`src/verilog/rxafc_pkg.sv`:
```
// Package with register map, field layout and timing constants of the receive flow controller
package rxafc_pkg;

    localparam logic [11:0] RXAFC_CFG_OFFSET = 12'h0AC;
    localparam int          RXAFC_HI_LSB     = 16;
    localparam int          RXAFC_LO_LSB     = 8;
    localparam int          RXAFC_DUR_LSB    = 4;
    localparam int          RXAFC_MULT_BIT   = 3;
    localparam int          RXAFC_BRD_BIT    = 2;
    localparam int          RXAFC_OWN_BIT    = 1;
    localparam int          RXAFC_ANY_BIT    = 0;
    localparam logic [23:0] RXAFC_CFG_RESET  = 24'h000000;
    localparam int          RXAFC_UNIT_SHIFT = 6;   // 64-byte units

    // Clock and jam timing, durations in nanoseconds
    localparam int CLK_MHZ          = 100;
    localparam int JAM_EXTRA_10M_NS = 2200;
    localparam int JAM_EXTRA_CYC    = JAM_EXTRA_10M_NS * CLK_MHZ / 1000;

    // Base jam time per duration code at 100 Mb/s, in microseconds
    function automatic int rxafc_jam_us(input logic [3:0] code);
        int us;
        us = 0;
        case (code)
            4'h0: us = 5;
            4'h1: us = 10;
            4'h2: us = 15;
            4'h3: us = 25;
            default: us = (int'(code) - 3) * 50;
        endcase
        return us;
    endfunction

    // Receive-side frame event from the MAC
    typedef struct packed {
        logic preamble;    // Valid preamble seen, start of frame
        logic addr_valid;  // Destination decode done
        logic multicast;
        logic broadcast;
        logic own_addr;
    } rxafc_rx_ev_t;

    typedef enum logic [3:0] {
        ST_IDLE   = 4'b0001,
        ST_PAUSE  = 4'b0010,
        ST_PAUSED = 4'b0100,
        ST_RESUME = 4'b1000
    } rxafc_fd_state_t;

endpackage
```
`src/verilog/rxafc_core.sv`:
```
// Automatic receive flow control: thresholds, pause requests and half-duplex jam
//
// How it works
// - No pause frame or jam while the MAC transmitter is disabled.
// - High threshold in bits 23:16, 64-byte units, triggers flow control.
// - Full duplex: one pause frame per high crossing, time from pause register.
// - Half duplex: jam each selected incoming frame for the programmed duration.
// - Low threshold in bits 15:8; falling below sends zero-time pause.
// - Zero-time pause only after high reached and a pause was sent.
// - Bits 7:4 select jam duration; unused in full duplex.
// - Bit 3 jams multicast frames in half duplex.
// - Bit 2 jams broadcast frames in half duplex.
// - Bit 1 jams frames addressed to this station in half duplex.
// - Bit 0 reacts to any frame; alone enables full-duplex pause.
// - Any-frame mode reacts at valid preamble, without address decode.
// - Any-frame bit overrides the bits 3:1 selections.
// - Duration codes map 5us to 600us, plus 2.2us at 10 Mb/s.
`timescale 1ns/1ps
module rxafc_core
    import rxafc_pkg::*;
(
    input  wire logic               pclk,
    input  wire logic               presetn,
    input  wire logic               psel,
    input  wire logic               penable,
    input  wire logic               pwrite,
    input  wire logic [11:0]        paddr,
    input  wire logic [31:0]        pwdata,
    output logic      [31:0]        prdata,
    output logic                    pready,
    output logic                    pslverr,
    input  wire logic [13:0]        rx_fifo_bytes,
    input  wire logic               tx_enabled,
    input  wire logic               full_duplex,
    input  wire logic               speed_10m,
    input  wire logic [15:0]        pause_time_value,
    input  wire rxafc_pkg::rxafc_rx_ev_t rx_ev,
    input  wire logic               pause_done,
    output logic                    pause_req,
    output logic      [15:0]        pause_time,
    output logic                    jam
);
    import rxafc_pkg::*;

    logic [23:0]     cfg;
    logic [7:0]      flow_high_level;
    logic [7:0]      flow_low_level;
    logic [3:0]      jam_duration;
    logic            trigger_on_multicast;
    logic            trigger_on_broadcast;
    logic            trigger_on_own_address;
    logic            trigger_on_any_frame;
    logic            apb_access;
    logic            cfg_hit;
    logic            above_high;
    logic            below_low;
    logic            frame_match;
    logic            jam_start;
    logic            jam_busy;
    logic            hd_active;
    logic            fd_active;
    rxafc_fd_state_t fd_state;
    rxafc_fd_state_t next_fd_state;
    logic            paused_sent;

    assign flow_high_level        = cfg[RXAFC_HI_LSB +: 8];
    assign flow_low_level         = cfg[RXAFC_LO_LSB +: 8];
    assign jam_duration           = cfg[RXAFC_DUR_LSB +: 4];
    assign trigger_on_multicast   = cfg[RXAFC_MULT_BIT];
    assign trigger_on_broadcast   = cfg[RXAFC_BRD_BIT];
    assign trigger_on_own_address = cfg[RXAFC_OWN_BIT];
    assign trigger_on_any_frame   = cfg[RXAFC_ANY_BIT];

    // APB decode: single zero-wait-state register
    assign apb_access = psel && penable;
    assign cfg_hit    = (paddr == RXAFC_CFG_OFFSET);

    always_ff @(posedge pclk or negedge presetn) begin
        if (!presetn) begin
            cfg <= RXAFC_CFG_RESET;
        end else if (apb_access && pwrite && cfg_hit) begin
            cfg <= pwdata[23:0];
        end
    end

    // Read data registered in setup phase so it stands at the access edge
    always_ff @(posedge pclk or negedge presetn) begin
        if (!presetn) begin
            prdata <= 32'h00000000;
        end else if (psel && !penable && !pwrite && cfg_hit) begin
            prdata <= {8'h00, cfg};
        end else if (psel && !penable) begin
            prdata <= 32'h00000000;
        end
    end

    // Ready and error answer in the access phase; unmapped address errors
    always_ff @(posedge pclk or negedge presetn) begin
        if (!presetn) begin
            pready  <= 1'b0;
            pslverr <= 1'b0;
        end else begin
            pready  <= psel && !penable;
            pslverr <= psel && !penable && !cfg_hit;
        end
    end

    assign above_high = ({6'h00, rx_fifo_bytes} >=
                         ({12'h000, flow_high_level} << RXAFC_UNIT_SHIFT));
    assign below_low  = ({6'h00, rx_fifo_bytes} <
                         ({12'h000, flow_low_level} << RXAFC_UNIT_SHIFT));

    assign fd_active = tx_enabled && full_duplex && trigger_on_any_frame;
    assign hd_active = tx_enabled && !full_duplex;

    always_comb begin
        if (trigger_on_any_frame) begin
            frame_match = rx_ev.preamble;
        end else begin
            frame_match = rx_ev.addr_valid &&
                          ((trigger_on_multicast && rx_ev.multicast) ||
                           (trigger_on_broadcast && rx_ev.broadcast) ||
                           (trigger_on_own_address && rx_ev.own_addr));
        end
    end

    assign jam_start = hd_active && above_high && frame_match;

    rxafc_jam_timer i_rxafc_jam_timer (
        .pclk      (pclk),
        .presetn   (presetn),
        .start     (jam_start),
        .code      (jam_duration),
        .speed_10m (speed_10m),
        .abort     (!hd_active),
        .busy      (jam_busy)
    );

    // Jam output registered
    always_ff @(posedge pclk or negedge presetn) begin
        if (!presetn) begin
            jam <= 1'b0;
        end else begin
            jam <= jam_busy && hd_active;
        end
    end

    // Full-duplex pause sequencer
    always_comb begin
        next_fd_state = fd_state;
        case (fd_state)
            ST_IDLE: begin
                if (fd_active && above_high && rx_ev.preamble) begin
                    next_fd_state = ST_PAUSE;
                end
            end
            ST_PAUSE: begin
                if (!fd_active) begin
                    next_fd_state = ST_IDLE;
                end else if (pause_done) begin
                    next_fd_state = ST_PAUSED;
                end
            end
            ST_PAUSED: begin
                if (!fd_active) begin
                    next_fd_state = ST_IDLE;
                end else if (below_low && paused_sent) begin
                    next_fd_state = ST_RESUME;
                end
            end
            ST_RESUME: begin
                if (pause_done || !fd_active) begin
                    next_fd_state = ST_IDLE;
                end
            end
            default: begin
                next_fd_state = ST_IDLE;
            end
        endcase
    end

    // State register
    always_ff @(posedge pclk or negedge presetn) begin
        if (!presetn) begin
            fd_state <= ST_IDLE;
        end else begin
            fd_state <= next_fd_state;
        end
    end

    // Records that the pause frame really went out
    always_ff @(posedge pclk or negedge presetn) begin
        if (!presetn) begin
            paused_sent <= 1'b0;
        end else if (fd_state == ST_PAUSE && pause_done) begin
            paused_sent <= 1'b1;
        end else if (fd_state == ST_IDLE) begin
            paused_sent <= 1'b0;
        end
    end

    always_ff @(posedge pclk or negedge presetn) begin
        if (!presetn) begin
            pause_req  <= 1'b0;
            pause_time <= 16'h0000;
        end else begin
            pause_req  <= tx_enabled &&
                          (next_fd_state == ST_PAUSE || next_fd_state == ST_RESUME);
            pause_time <= (next_fd_state == ST_RESUME) ? 16'h0000 : pause_time_value;
        end
    end
endmodule

```
`src/verilog/rxafc_jam_timer.sv`:
```
// Down-counter that times one back-pressure jam
`timescale 1ns/1ps
module rxafc_jam_timer
    import rxafc_pkg::*;
(
    input  wire logic        pclk,
    input  wire logic        presetn,
    input  wire logic        start,
    input  wire logic [3:0]  code,
    input  wire logic        speed_10m,
    input  wire logic        abort,
    output logic             busy
);
    logic [16:0] count;
    logic [16:0] load_value;

    // Duration in cycles from the code, longer at 10 Mb/s
    always_comb begin
        load_value = 17'(rxafc_jam_us(code) * CLK_MHZ);
        if (speed_10m) begin
            load_value = 17'(rxafc_jam_us(code) * CLK_MHZ + JAM_EXTRA_CYC);
        end
    end

    // Load on start, count to zero, abort drops jam at once
    always_ff @(posedge pclk or negedge presetn) begin
        if (!presetn) begin
            count <= 17'h00000;
        end else if (abort) begin
            count <= 17'h00000;
        end else if (start) begin
            count <= load_value;
        end else if (count != 17'h00000) begin
            count <= count - 17'h00001;
        end
    end

    // Registered busy flag
    always_ff @(posedge pclk or negedge presetn) begin
        if (!presetn) begin
            busy <= 1'b0;
        end else begin
            busy <= !abort && (start || count > 17'h00001);
        end
    end
endmodule

```
`config.mk`:
```
export PLATFORM = sky130hd
export DESIGN_NAME = rxafc_core
export DESIGN_NICKNAME = d
export VERILOG_FILES = /design/src/verilog/rxafc_pkg.sv /design/src/verilog/rxafc_core.sv /design/src/verilog/rxafc_jam_timer.sv
export SDC_FILE = /design/constraint.sdc
export NUM_CORES = 1
export LEC_CHECK = 0
export BUFFER_PORTS_ARGS = -buffer_cell sky130_fd_sc_hd__buf_2
export CORE_ASPECT_RATIO = 0.9
export CORE_MARGIN = 5
export CORE_UTILIZATION = 45
export DETAILED_ROUTE_END_ITERATION = 12
export PLACE_DENSITY = 0.79
export SLEW_MARGIN = 30
export SYNTH_ARGS = -nofsm -noshare
export SYNTH_HDL_FRONTEND = slang
export SYNTH_HIERARCHICAL = 1
export SYNTH_SLANG_ARGS = --single-unit
```
`constraint.sdc`:
```
create_clock -name pclk -period 16.8 [get_ports pclk]
set_input_delay 0.84 -clock pclk [delete_from_list [all_inputs] [get_ports pclk]]
set_output_delay 0.84 -clock pclk [all_outputs]
set_load 0.005 [all_outputs]
```
==> impl_metrics.json <==
{
  "syn_area_per_cell_um2": 10.6,
  "synth_edf_count": 0,
  "worstSetupStartpointType": "flop",
  "cp.arrival_ns": 6.90,
  "wl_um": 13300,
  "fin_util_pct": 53.9,
  "finalHoldViolCount": 0,
  "worstPathRequired_ns": 17.03,
  "syn2layout_area_growth_pct": 17.1,
  "whs_ns": 0.328,
  "finalSetupViolations": 0,
  "synthTopCellsByCount": "dfrtp_1, ha_1, inv_1, nor2_1, nand2_1",
  "endpoint_kind": "flop",
  "numPortBuffers": 123,
  "dieArea_um2": 16100,
  "relSlewSlack_pct": 52.5,
  "via_per_inst": 5.14,
  "clockRootBuffer": "clkbuf_16",
  "fin_crit_ns": 6.67,
  "dr_total_vias": 4479,
  "fin_setup_tns_ns": 0,
  "power.density_nw_per_um2": 80.0,
  "syn-cell-area_um2": 6150,
  "skew_ns": 0.00828,
  "grt_use_total_pct": 16.6,
  "grt-ovfl-total": 0,
  "vdd_drop_max_uv": 66.5,
  "n_antenna_cell": 0,
  "yosysTopAreaCell": "dfrtp_1",
  "cts_tree": "done",
  "place_area_um2": 6880,
  "cts_buffers": 9,
  "outcome": "completed",
  "p_leak_nw": 3.78,
  "seq_area_frac_synth_pct": 37.0,
  "clock_latency_ns": 0.34,
  "cp_slowest_cell": "or4_1",
  "path_common_cell": "inv_1",
  "drive_above_1_share_pct": 26.4,
  "grt_max_degree": 82,
  "synth_most_common_cell": "dfrtp_1",
  "hold_class": "in -> async",
  "drv_slew": 0,
  "wl_per_cell_um": 15.2,
  "dr.first_iter.drc_count": 224,
  "cts.sinks": 91,
  "async_flop_share_pct": 100,
  "synth_top_area_share_pct": 36.6,
  "critPathMaxFanout": 11,
  "finalInstanceArea_um2": 7210,
  "clk_pin_slew_worst_paths_ns": 0.07,
  "cap_violations": 0,
  "critPathKind": "reg -> reg",
  "synth_cell_type_count": 70,
  "grt_pass1_vias": 4502,
  "hpwl_um": 10400,
  "num_io_pins": 140,
  "rsz0062_at_grt": "false",
  "holdBufCountCts": 0,
  "cpLargestDelayFamily": "adder cells",
  "die_w_um": 133,
  "post_cts_buffers": 0,
  "cts_resized": 0,
  "first_pass_iters": 4,
  "route.detailed.drc": 0,
  "start_util_pct": 46.0,
  "period_share_pct": 39.7,
  "gp_congestion": 0.813,
  "core-area_um2": 13400,
  "cpPeakStageDelay_ns": 0.53,
  "cp_num_buf_inv": 6,
  "yosys-top-cells-area": "dfrtp_1, ha_1, mux2_4",
  "ys_warn_count": 6,
  "max_freq_ghz": 0.150,
  "grt_pass1_wl_um": 22000,
  "num_rows": 40,
  "fin_nets": 867,
  "synthFlopType": "dfrtp_1",
  "worst_pin_slew_ns": 0.694,
  "die_h_um": 121,
  "syn_inst": 578,
  "htreeDepth": 3,
  "fillers": 1156,
  "postRouteAntennaNets": 0,
  "synth_seq_cells": 91,
  "clock_path_buffers": 2,
  "antenna_found_initial": 0
}
==> state kept, by name, summed over array words and instances, names as in the netlist <==
| register | count |
|---|---|
| pready | 1 |
| pslverr | 1 |
| i_rxafc_jam_timer/count | 17 |
| pause_req | 1 |
| i_rxafc_jam_timer/busy | 1 |
| pause_time | 16 |
| jam | 1 |
| cfg | 24 |
| paused_sent | 1 |
| prdata | 24 |
| fd_state | 4 |
==> metrics by stage <==
stage | power, W | std cells | worst slack, ns
after floorplan | 0.000339 | 585 | 10.72
after CTS | 0.000582 | 871 | 10.14
after global placement | 0.000369 | 854 | 10.30
after detailed placement | 0.000372 | 855 | 10.20
after global routing | 0.000608 | 872 | 9.59
final | 0.000577 | 872 | 10.13
==> layout by cell type (no fill, tap or decap), drive strengths merged, types with 11 or more instances in the layout <==
cell type and count:
fa 12, a22o 24, dfrtp 90, xor2 22, nand2 27, and2 19, nand3 11, nor3 12
buf 127, a21oi 17, mux2 24, nor2 38, inv 60, ha 68, a211oi 15, xnor2 22
==> worst paths after layout <==
path,depth (start not counted),start,slack (ns),to
max in group asynchronous,2,presetn,15.55,pause_time[12]
hold reg to reg,2,i_rxafc_jam_timer/busy,0.48,jam
setup / recovery,25,cfg[6],10.13,i_rxafc_jam_timer/count[16]
hold / removal,1,presetn,0.33,pause_time[10]
setup reg to reg,25,cfg[6],10.13,i_rxafc_jam_timer/count[16]
min in group pclk,2,i_rxafc_jam_timer/busy,0.48,jam
==> power breakdown <==
group / internal [W] / switching (W) / leakage [nW]
logic: 0.0000563 / 0.0000752 / 2.42
registers: 0.000230 / 0.00000786 / 1.22
clock network: 0.000121 / 0.0000865 / 0.147
==> cell families after synthesis <==
group	share of synthesized area, %
AO/OA/AOI/OAI	12.1
multiplexers	5.94
flip-flops	37.0
buffers and inverters	6.12
XOR/XNOR	6.26
AND/OR/NAND/NOR	14.8
adder cells (fa/ha/maj)	17.7
other	0.0610
==> cell type report <==
type	instances	area (µm²)	area share, %
Clock buffer	10	239	3.32
Clock inverter	6	73.8	1.02
Sequential cell	91	2280	31.6
Multi-Input combinational cell	411	3530	49.0
Timing Repair Buffer	127	653	9.06
Tap cell	168	210	2.92
Inverter	59	221	3.07
==> metal layers <==
metal / vias to the layer above / global-route usage (%) / routed length (µm)
met5: - / 0 / 0
met3: 8 / 3.90 / 669
li1: 2248 / - / -
met1: 2138 / 22.3 / 6040
met4: 0 / 3.92 / 110
met2: 85 / 27.3 / 6440
(Power assumes the default switching activity.)
